## config.mk

```make
export PLATFORM = sky130hd
export DESIGN_NAME = sysref_capture_ctrl
export DESIGN_NICKNAME = d
export VERILOG_FILES = /design/src/inc/sysref_pkg.sv /design/src/inc/sysref_cfg_if.sv /design/src/hdl/sysref_edge_detect.sv /design/src/hdl/sysref_axil_regs.sv /design/src/hdl/sysref_capture_ctrl.sv
export SDC_FILE = /design/constraint.sdc
export NUM_CORES = 1
export LEC_CHECK = 0
export ABC_AREA = 1
export BUFFER_PORTS_ARGS = -buffer_cell sky130_fd_sc_hd__buf_2
export CAP_MARGIN = 40
export CORE_MARGIN = 2
export CORE_UTILIZATION = 24
export CTS_CLUSTER_SIZE = 25
export DETAILED_ROUTE_END_ITERATION = 10
export GPL_TIMING_DRIVEN = 1
export RECOVER_POWER = 50
export SETUP_SLACK_MARGIN = 0.3
export SLEW_MARGIN = 20
export SYNTH_ARGS = -nofsm -noshare
export SYNTH_HDL_FRONTEND = slang
export SYNTH_SLANG_ARGS = --single-unit
export TNS_END_PERCENT = 1
```

## constraint.sdc

```tcl
create_clock -name aclk -period 1.9 [get_ports aclk]
set_input_delay 0.19 -clock aclk [delete_from_list [all_inputs] [get_ports aclk]]
set_output_delay 0.19 -clock aclk [all_outputs]
set_load 0.02 [all_outputs]
```

## src/inc/sysref_pkg.sv

```systemverilog
// constants, field layouts and types of the sysref capture control block
// assumes a single 200 MHz clock and an axi4-lite register bus
package sysref_pkg;

    // ---------------------------------------------------------------
    // register indices and byte addresses (byte address = 4 * index)
    // ---------------------------------------------------------------
    localparam logic [11:0] IDX_CFG   = 12'h0120;
    localparam logic [11:0] IDX_IGN   = 12'h0121;
    localparam logic [11:0] IDX_WIN   = 12'h0122;
    localparam logic [11:0] IDX_STAT  = 12'h012A;
    localparam logic [15:0] ADDR_CFG  = {2'b00, IDX_CFG, 2'b00};
    localparam logic [15:0] ADDR_IGN  = {2'b00, IDX_IGN, 2'b00};
    localparam logic [15:0] ADDR_WIN  = {2'b00, IDX_WIN, 2'b00};
    localparam logic [15:0] ADDR_STAT = {2'b00, IDX_STAT, 2'b00};

    // ---------------------------------------------------------------
    // reset values, writable masks and field positions
    // ---------------------------------------------------------------
    localparam logic [7:0] CFG_RST   = 8'h00;
    localparam logic [7:0] IGN_RST   = 8'h00;
    localparam logic [7:0] WIN_RST   = 8'h00;
    localparam logic [7:0] CFG_WMASK = 8'h5E;
    localparam logic [7:0] IGN_WMASK = 8'h0F;
    localparam logic [7:0] WIN_WMASK = 8'h0F;
    localparam int CFG_FLAG_RST = 6;
    localparam int CFG_TRANS    = 4;
    localparam int CFG_EDGE     = 3;
    localparam int CFG_MODE_LO  = 1;
    localparam int WIN_NEG_LO   = 2;
    localparam int WIN_POS_LO   = 0;
    localparam logic [2:0] SINCE_SAT = 3'h4;

    // axi response codes
    localparam logic [1:0] RESP_OKAY   = 2'b00;
    localparam logic [1:0] RESP_SLVERR = 2'b10;

    // capture modes and controller states
    typedef enum logic [1:0] {
        MODE_OFF   = 2'b00,
        MODE_CONT  = 2'b01,
        MODE_NSHOT = 2'b10
    } mode_e;

    typedef enum logic [2:0] {
        ST_IDLE = 3'b000,
        ST_CONT = 3'b001,
        ST_SKIP = 3'b010,
        ST_SHOT = 3'b011,
        ST_DONE = 3'b100
    } state_e;

endpackage : sysref_pkg

```

## src/inc/sysref_cfg_if.sv

```systemverilog
// configuration and status carrier between register file and core
// assumes both ends run on the same aclk
`timescale 1ns/100ps
interface sysref_cfg_if;
    logic       flag_rst;
    logic       trans_sel;
    logic       edge_sel;
    logic [1:0] mode;
    logic [3:0] ign_cnt;
    logic [1:0] win_neg;
    logic [1:0] win_pos;
    logic       arm;
    logic [7:0] status;

    modport regs (output flag_rst, trans_sel, edge_sel, mode, ign_cnt,
                  output win_neg, win_pos, arm, input status);
    modport core (input flag_rst, trans_sel, edge_sel, mode, ign_cnt,
                  input win_neg, win_pos, arm, output status);
endinterface : sysref_cfg_if

```

## src/hdl/sysref_edge_detect.sv

```systemverilog
// samples sysref on the chosen edge of the sample clock input
// assumes clk_in and sysref_in are synchronous to aclk
`timescale 1ns/100ps
module sysref_edge_detect
    import sysref_pkg::*;
(
    // clock and reset
    input  wire logic aclk,
    input  wire logic aresetn,
    // pins
    input  wire logic clk_in,
    input  wire logic sysref_in,
    input  wire logic align_in,
    // selects
    input  wire logic edge_sel,
    input  wire logic trans_sel,
    // events
    output logic      tick,
    output logic      trans_ev,
    output logic      align_ev
);
    typedef struct packed {
        logic clk;
        logic ref_lvl;
        logic tick;
        logic trans;
        logic algn;
    } edge_s;

    edge_s s_q;
    edge_s s_d;
    logic  smp;

    always_comb begin
        s_d       = s_q;
        s_d.clk   = clk_in;
        smp       = edge_sel ? (s_q.clk & ~clk_in) : (~s_q.clk & clk_in);
        s_d.tick  = smp;
        s_d.algn  = smp & align_in;
        s_d.trans = 1'b0;
        if (smp) begin
            s_d.ref_lvl = sysref_in;
            s_d.trans = trans_sel ? (s_q.ref_lvl & ~sysref_in)
                                  : (~s_q.ref_lvl & sysref_in);
        end
    end

    // state register
    always_ff @(posedge aclk) begin
        if (!aresetn) begin
            s_q <= '0;
        end else begin
            s_q <= s_d;
        end
    end

    assign tick     = s_q.tick;
    assign trans_ev = s_q.trans;
    assign align_ev = s_q.algn;
endmodule : sysref_edge_detect

```

## src/hdl/sysref_axil_regs.sv

```systemverilog
// axi4-lite slave holding the sysref control registers
// assumes one write and one read under way at most
`timescale 1ns/100ps
module sysref_axil_regs
    import sysref_pkg::*;
(
    // clock and reset
    input  wire logic        aclk,
    input  wire logic        aresetn,
    // write address and data
    input  wire logic [15:0] s_axi_awaddr,
    input  wire logic        s_axi_awvalid,
    output logic             s_axi_awready,
    input  wire logic [31:0] s_axi_wdata,
    input  wire logic [3:0]  s_axi_wstrb,
    input  wire logic        s_axi_wvalid,
    output logic             s_axi_wready,
    // write response
    output logic [1:0]       s_axi_bresp,
    output logic             s_axi_bvalid,
    input  wire logic        s_axi_bready,
    // read
    input  wire logic [15:0] s_axi_araddr,
    input  wire logic        s_axi_arvalid,
    output logic             s_axi_arready,
    output logic [31:0]      s_axi_rdata,
    output logic [1:0]       s_axi_rresp,
    output logic             s_axi_rvalid,
    input  wire logic        s_axi_rready,
    // to core
    sysref_cfg_if.regs       cfg
);
    typedef struct packed {
        logic [7:0]  cfg;
        logic [7:0]  ign;
        logic [7:0]  win;
        logic        aw_ok;
        logic [15:0] awa;
        logic        w_ok;
        logic [7:0]  wd;
        logic        wst;
        logic        bv;
        logic [1:0]  br;
        logic        rv;
        logic [7:0]  rd;
        logic [1:0]  rr;
        logic        arm;
    } regs_s;

    regs_s s_q;
    regs_s s_d;

    // true when the address names a register
    function automatic logic mapped(input logic [15:0] a);
        return (a == ADDR_CFG) || (a == ADDR_IGN) ||
               (a == ADDR_WIN) || (a == ADDR_STAT);
    endfunction : mapped

    // channel capture, register write and read decode
    always_comb begin
        s_d     = s_q;
        s_d.arm = 1'b0;
        if (s_axi_awvalid && !s_q.aw_ok) begin
            s_d.aw_ok = 1'b1;
            s_d.awa   = s_axi_awaddr;
        end
        if (s_axi_wvalid && !s_q.w_ok) begin
            s_d.w_ok = 1'b1;
            s_d.wd   = s_axi_wdata[7:0];
            s_d.wst  = s_axi_wstrb[0];
        end
        if (s_q.bv && s_axi_bready) begin
            s_d.bv = 1'b0;
        end
        if (s_q.aw_ok && s_q.w_ok && !s_q.bv) begin
            s_d.aw_ok = 1'b0;
            s_d.w_ok  = 1'b0;
            s_d.bv    = 1'b1;
            s_d.br    = mapped(s_q.awa) ? RESP_OKAY : RESP_SLVERR;
            if (s_q.wst) begin
                if (s_q.awa == ADDR_CFG) begin
                    s_d.cfg = s_q.wd & CFG_WMASK;
                    s_d.arm = 1'b1;
                end else if (s_q.awa == ADDR_IGN) begin
                    s_d.ign = s_q.wd & IGN_WMASK;
                end else if (s_q.awa == ADDR_WIN) begin
                    s_d.win = s_q.wd & WIN_WMASK;
                end
            end
        end
        if (s_q.rv && s_axi_rready) begin
            s_d.rv = 1'b0;
        end
        if (s_axi_arvalid && !s_q.rv) begin
            s_d.rv = 1'b1;
            s_d.rr = mapped(s_axi_araddr) ? RESP_OKAY : RESP_SLVERR;
            if (s_axi_araddr == ADDR_CFG) begin
                s_d.rd = s_q.cfg;
            end else if (s_axi_araddr == ADDR_IGN) begin
                s_d.rd = s_q.ign;
            end else if (s_axi_araddr == ADDR_WIN) begin
                s_d.rd = s_q.win;
            end else if (s_axi_araddr == ADDR_STAT) begin
                s_d.rd = cfg.status;
            end else begin
                s_d.rd = 8'h00;
            end
        end
    end

    // state register
    always_ff @(posedge aclk) begin
        if (!aresetn) begin
            s_q     <= '0;
            s_q.cfg <= CFG_RST;
            s_q.ign <= IGN_RST;
            s_q.win <= WIN_RST;
        end else begin
            s_q <= s_d;
        end
    end

    // bus outputs
    assign s_axi_awready = !s_q.aw_ok;
    assign s_axi_wready  = !s_q.w_ok;
    assign s_axi_bvalid  = s_q.bv;
    assign s_axi_bresp   = s_q.br;
    assign s_axi_arready = !s_q.rv;
    assign s_axi_rvalid  = s_q.rv;
    assign s_axi_rresp   = s_q.rr;
    assign s_axi_rdata   = {24'h00_0000, s_q.rd};

    // fields toward the core
    assign cfg.flag_rst  = s_q.cfg[CFG_FLAG_RST];
    assign cfg.trans_sel = s_q.cfg[CFG_TRANS];
    assign cfg.edge_sel  = s_q.cfg[CFG_EDGE];
    assign cfg.mode      = s_q.cfg[CFG_MODE_LO +: 2];
    assign cfg.ign_cnt   = s_q.ign[3:0];
    assign cfg.win_neg   = s_q.win[WIN_NEG_LO +: 2];
    assign cfg.win_pos   = s_q.win[WIN_POS_LO +: 2];
    assign cfg.arm       = s_q.arm;
endmodule : sysref_axil_regs

```

## src/hdl/sysref_capture_ctrl.sv

```systemverilog
// top of the sysref capture control: mode controller and skew windows
// assumes sample clock, sysref and align pins synchronous to aclk
//
// The implementer's own choice: the AXI4-Lite register port.
`timescale 1ns/100ps
module sysref_capture_ctrl
    import sysref_pkg::*;
(
    // clock and reset
    input  wire logic        aclk,
    input  wire logic        aresetn,
    // axi4-lite write
    input  wire logic [15:0] s_axi_awaddr,
    input  wire logic        s_axi_awvalid,
    output logic             s_axi_awready,
    input  wire logic [31:0] s_axi_wdata,
    input  wire logic [3:0]  s_axi_wstrb,
    input  wire logic        s_axi_wvalid,
    output logic             s_axi_wready,
    output logic [1:0]       s_axi_bresp,
    output logic             s_axi_bvalid,
    input  wire logic        s_axi_bready,
    // axi4-lite read
    input  wire logic [15:0] s_axi_araddr,
    input  wire logic        s_axi_arvalid,
    output logic             s_axi_arready,
    output logic [31:0]      s_axi_rdata,
    output logic [1:0]       s_axi_rresp,
    output logic             s_axi_rvalid,
    input  wire logic        s_axi_rready,
    // sysref pins
    input  wire logic        clk_in,
    input  wire logic        sysref_in,
    input  wire logic        align_in,
    // results
    output logic             sysref_capture,
    output logic             setup_err,
    output logic             hold_err
);
    // ---------------------------------------------------------------
    // submodules
    // ---------------------------------------------------------------
    sysref_cfg_if cfg ();

    logic tick;
    logic trans_ev;
    logic align_ev;

    // register file on the bus
    sysref_axil_regs u_regs (
        .aclk          (aclk),
        .aresetn       (aresetn),
        .s_axi_awaddr  (s_axi_awaddr),
        .s_axi_awvalid (s_axi_awvalid),
        .s_axi_awready (s_axi_awready),
        .s_axi_wdata   (s_axi_wdata),
        .s_axi_wstrb   (s_axi_wstrb),
        .s_axi_wvalid  (s_axi_wvalid),
        .s_axi_wready  (s_axi_wready),
        .s_axi_bresp   (s_axi_bresp),
        .s_axi_bvalid  (s_axi_bvalid),
        .s_axi_bready  (s_axi_bready),
        .s_axi_araddr  (s_axi_araddr),
        .s_axi_arvalid (s_axi_arvalid),
        .s_axi_arready (s_axi_arready),
        .s_axi_rdata   (s_axi_rdata),
        .s_axi_rresp   (s_axi_rresp),
        .s_axi_rvalid  (s_axi_rvalid),
        .s_axi_rready  (s_axi_rready),
        .cfg           (cfg)
    );

    sysref_edge_detect u_edge (
        .aclk      (aclk),
        .aresetn   (aresetn),
        .clk_in    (clk_in),
        .sysref_in (sysref_in),
        .align_in  (align_in),
        .edge_sel  (cfg.edge_sel),
        .trans_sel (cfg.trans_sel),
        .tick      (tick),
        .trans_ev  (trans_ev),
        .align_ev  (align_ev)
    );

    // ---------------------------------------------------------------
    // controller state
    // ---------------------------------------------------------------
    typedef struct packed {
        state_e     st;
        logic [3:0] skip;
        logic       pend;
        logic [1:0] pcnt;
        logic [2:0] since;
        logic       cap;
        logic       serr;
        logic       herr;
        logic [3:0] ncap;
    } core_s;

    core_s s_q;
    core_s s_d;
    logic  gate;
    logic  ok;
    logic  serr_ev;
    logic  herr_ev;

    // skew windows, mode sequencing and error flags
    always_comb begin
        s_d     = s_q;
        s_d.cap = 1'b0;
        ok      = 1'b0;
        serr_ev = 1'b0;
        herr_ev = 1'b0;
        gate    = (s_q.st == ST_CONT) || (s_q.st == ST_SHOT);
        if (tick) begin
            s_d.since = align_ev ? 3'h0 :
                        (s_q.since == SINCE_SAT) ? SINCE_SAT :
                        s_q.since + 3'h1;
            if (s_q.pend) begin
                if (align_ev) begin
                    ok       = 1'b1;
                    s_d.pend = 1'b0;
                end else if ((s_q.pcnt + 2'h1) == cfg.win_neg) begin
                    serr_ev  = 1'b1;
                    s_d.pend = 1'b0;
                end else begin
                    s_d.pcnt = s_q.pcnt + 2'h1;
                end
            end else if (trans_ev && gate) begin
                if (align_ev) begin
                    ok = 1'b1;
                end else if ((s_q.since + 3'h1) <= {1'b0, cfg.win_pos}) begin
                    ok = 1'b1;
                end else if (cfg.win_neg != 2'b00) begin
                    s_d.pend = 1'b1;
                    s_d.pcnt = 2'h0;
                end else begin
                    herr_ev = 1'b1;
                end
            end
        end
        case (s_q.st)
            ST_CONT: begin
                if (ok) begin
                    s_d.cap = 1'b1;
                end
            end
            ST_SKIP: begin
                if (tick && trans_ev) begin
                    s_d.skip = s_q.skip - 4'h1;
                    if (s_q.skip == 4'h1) begin
                        s_d.st = ST_SHOT;
                    end
                end
            end
            ST_SHOT: begin
                if (ok) begin
                    s_d.cap = 1'b1;
                    s_d.st  = ST_DONE;
                end
            end
            default: begin
            end
        endcase
        if (cfg.mode == MODE_CONT) begin
            if (s_q.st != ST_CONT) begin
                s_d.st   = ST_CONT;
                s_d.pend = 1'b0;
            end
        end else if (cfg.mode == MODE_NSHOT) begin
            if (cfg.arm) begin
                s_d.st   = (cfg.ign_cnt == 4'h0) ? ST_SHOT : ST_SKIP;
                s_d.skip = cfg.ign_cnt;
                s_d.pend = 1'b0;
            end
        end else begin
            s_d.st   = ST_IDLE;
            s_d.pend = 1'b0;
            s_d.cap  = 1'b0;
        end
        if (s_d.cap) begin
            s_d.ncap = s_q.ncap + 4'h1;
        end
        if (serr_ev) begin
            s_d.serr = 1'b1;
        end
        if (herr_ev) begin
            s_d.herr = 1'b1;
        end
        if (cfg.flag_rst) begin
            s_d.serr = 1'b0;
            s_d.herr = 1'b0;
        end
    end

    // state register
    always_ff @(posedge aclk) begin
        if (!aresetn) begin
            s_q       <= '0;
            s_q.st    <= ST_IDLE;
            s_q.since <= SINCE_SAT;
        end else begin
            s_q <= s_d;
        end
    end

    // outputs and status byte
    assign sysref_capture = s_q.cap;
    assign setup_err      = s_q.serr;
    assign hold_err       = s_q.herr;
    assign cfg.status     = {s_q.ncap, 1'b0, s_q.pend,
                             s_q.st == ST_DONE,
                             (s_q.st == ST_SKIP) || (s_q.st == ST_SHOT)};

    // ---------------------------------------------------------------
    // checks
    // ---------------------------------------------------------------
    logic [4:0] ntr_q;
    logic [1:0] narm_q;

    // transitions and captures since the last arm
    always_ff @(posedge aclk) begin
        if (!aresetn || cfg.arm) begin
            ntr_q  <= 5'h00;
            narm_q <= 2'h0;
        end else begin
            if (tick && trans_ev && ntr_q != 5'h1F) begin
                ntr_q <= ntr_q + 5'h01;
            end
            if (s_d.cap && narm_q != 2'h3) begin
                narm_q <= narm_q + 2'h1;
            end
        end
    end
endmodule : sysref_capture_ctrl

```

==> results.md <==
- Outcome: finished clean
- Sw Ratio: 0.262
- Vias in the first global route: 3028
- Crit-path max cell delay: around 0.33 ns
- Drt pass-1 iters: 4
- Slowest-stage cell, CP: dfxtp_2
- Final setup fails: 0
- Largest net degree at the start of global routing: 37
- Top cells by area, synth: dfxtp_1 (40%), buf_4 (7.3%), nand2_1 (7.3%)
- CTS Hold Bufs: 0
- RSZ-0062 raised after global routing: yes
- Power Density: 794 mW/mm^2
- Drt drc: 0
- Final Hold Fails: 0
- Tightest Pin Transition: ~1.0 ns
- Wirelength per Cell: around 11 um
- Seq pwr share: 0.464
- Post-Route WL: 8740 um
- GR Overflow Total: 0
- Worst-Skew Late Latency: around 0.34 ns
- N_diodes: 0
- Ratio of cells with drive above 1 in the final layout: 0.185
- Tcrit/Tclk final: 0.884
- Initial antenna violation count: 1
- Worst-path maximum fanout: 4
- Clock tree root buffer cell: clkbuf_16
- Total negative slack: 0 ns
- Crit path buf inv count: 2
- Power Internal: between 0.002 and 0.003 W
- Overall power: approximately 0.0036 W
- Gate Count Post-Synth: 532
- Die height: roughly 130 um
- Die Area: around 0.017 mm^2
- CP Data Arrival Time: between 1.5 and 2 ns
- Worst Skew: a little over 0.009 ns
- Sw power: roughly 0.00095 W
- Commonest non-fill, non-tap cell in the layout: nor2_1
- Peak supply drop: about 0.38 mV
- Worst Hold Class: input port to flip-flop
- IO Pins: roughly 120
- Commonest cells after routing, fill and taps aside: nor2_1 (75), dfxtp_1 (74), nand2_1 (72), inv_1 (55), buf_2 (47)
- Seq/Total Area, Yosys: 0.397
- DRT antenna net count: 0
- Chip width: between 100 and 150 um
- Nets: just under 700
- Final GP Congestion: around 0.84
- Synth area leader: dfxtp_1
- Clk sinks: between 70 and 80
- Htree depth: 3
- Post-Synthesis Cell Area: 0.00383 mm^2
- Total track usage: 0.107
- Max cap viols: 0
- Mapped Avg Cell Area: ~7.2 um^2
- Layout overhead on the synthesized area: 19.3%
- Clk network pwr share: 0.437
- Area share of the largest cell type after synthesis: 0.397
- Port Buffers: 66
- Global-route wire length before repair: ~14000 um
- Ys Warns: 0
- Routed vias/inst: 4.13
- Combinational Power Share: 0.099
- Setup crit end kind: flip-flop
- CP startpoint kind: flip-flop
- Max_slew headroom: 0.318
- CTS max path bufs: 2
- Setup Crit Path Kind: flip-flop to flip-flop
- Critical path cell sequence: inv_2 > ha_4 > ha_4 > nand2_1 > nand2_1 > nand2_2 > nand3_2 > nand2_2 > nand2_4 > inv_4 > nand3_2 > o21ai_1 > a21oi_1
- Critical Path RT: 2.13 ns
- Minimum clock period: between 1.5 and 2 ns
- Max Transition Viols Final: 0
- CTS tree: built
- Initial Util: 0.243
- Iteration-0 DRC Markers: ~170
- Via count: about 3400
- Clock-pin slew on the worst setup and hold paths: approximately 0.06 ns
- Core area: 0.0158 mm^2
- Hpwl dp: 6410 um
- Cell family with most CP delay: adder cells
- Num rows: 46
- Peak Freq: just under 0.6 GHz
- Yosys cell types: 42
- Seq cells post-synth: 76
- CTS buffer count: 9
- Leakage Power: between 1.5 and 2 nW
-- state kept, by name, summed over array words and instances, names as in the netlist, 4 cells and up --
| signal | count |
|---|---|
| cfg.status | 5 |
| s_q | 12 |
| u_regs.s_q | 25 |
| u_regs.cfg.ign_cnt | 4 |
| u_regs.s_axi_rdata | 8 |
-- cell usage after synthesis --
cell type and number:
o21ai_0 34, ha_1 7, buf_4 37, a21boi_1 1, nand3b_1 2, clkinv_1 2, nor2_8 1, a211oi_1 4
o21ba_2 1, o21a_1 3, nor3_1 7, o2111ai_1 1, buf_2 1, nor3_4 1, nand3_1 28, clkbuf_1 10
nand4_1 13, nor4_1 1, xnor2_1 2, inv_1 56, nand2_4 2, conb_1 1, nand2_1 74, and2_1 1
nor2_2 5, o211ai_1 4, nor2_1 74, a41oi_1 1, dfxtp_1 76, buf_1 1, o21ai_1 7, nand2_2 1
nor2_4 3, a21oi_1 46, or2_2 1, inv_2 14, a211oi_2 1, a31oi_1 2, o41ai_1 1, xor2_1 3
o221ai_1 1, a21oi_2 1
-- worst register-to-register path, delay by kind of cell (launching register included) --
family          cells  cell delay [ns]
compound gates      2             0.18
fa+ha+maj           2             0.47
buf+inv             2             0.13
flops               1             0.33
simple gates        7             0.46
-- power groups by stage --
| stage | Clock [W] | Sequential, W | Combinational [W] |
|---|---|---|---|
| after global placement | 0 | 0.00172 | 0.000355 |
| after CTS | 0.00163 | 0.00169 | 0.000362 |
| final | 0.00159 | 0.00168 | 0.000358 |
| after global routing | 0.00172 | 0.00169 | 0.000410 |
| after detailed placement | 0 | 0.00172 | 0.000357 |
| after floorplan | 0 | 0.00172 | 0.000294 |
-- layout make-up --
class,count,area [um^2]
Clock inverter,6,40.0
Clock buffer,10,239
Sequential cell,76,1520
Multi-Input combinational cell,360,1860
Timing Repair Buffer,71,354
Inverter,72,274
Fill cell,1758,11200
Tap cell,216,270
Timing Repair inverter,1,5.00
-- cells by family (layout without fill, tap and decap cells) --
family,count (synthesis),in the layout,synth area share
simple gates,214,214,0.255
buf+inv,121,160,0.155
compound gates,108,108,0.158
flops,76,76,0.397
fa+ha+maj,7,7,0.0229
xor+xnor,5,5,0.0114
other cells,1,26,0.000979
-- routing by layer --
metal	GRT usage	up-vias	part of all wire
li1	-	1789	-
met5	0	-	0.0015
met4	0.0338	2	0.0089
met3	0.0394	7	0.077
met2	0.154	104	0.41
met1	0.147	1454	0.50
-- stage by stage --
| stage | setup slack, ns | utilization | hold WS [ns] | std cells | area (um^2) |
|---|---|---|---|---|---|
| detailed placement | 0.0589 | 0.269 | 0.416 | 794 | 4250 |
| CTS | 0.186 | 0.290 | 0.0626 | 811 | 4580 |
| global placement | 0.0626 | 0.269 | 0.403 | 794 | 4250 |
| global route | 0.0907 | 0.290 | 0.0744 | 812 | 4570 |
| floorplan | 0.151 | - | 0.288 | 557 | 3930 |
| finish | 0.221 | 0.290 | 0.0698 | 812 | 4570 |
-- repair_timing --
| action | 4_1_cts | 5_1_grt |
|---|---|---|
| pin swaps | 7 | 4 |
| gates resized for setup | 10 | 9 |
| endpoints found under the hold margin | 0 | 0 |
| setup buffers | 1 | 0 |
| endpoints found under the setup margin | 27 | 37 |
| gates cloned | 0 | 1 |
-- worst paths after layout --
check        depth (start not counted)  slack (ns)              from              to
max                                 13        0.22            s_q[8]   cfg.status[6]
min                                  3        0.07  s_axi_awaddr[11]  u_regs.s_q[36]
max reg2reg                         13        0.22            s_q[8]   cfg.status[6]
min reg2reg                          2        0.45    u_regs.s_q[32]  u_regs.s_q[32]
Note: power is estimated with default switching activity, not from simulation.
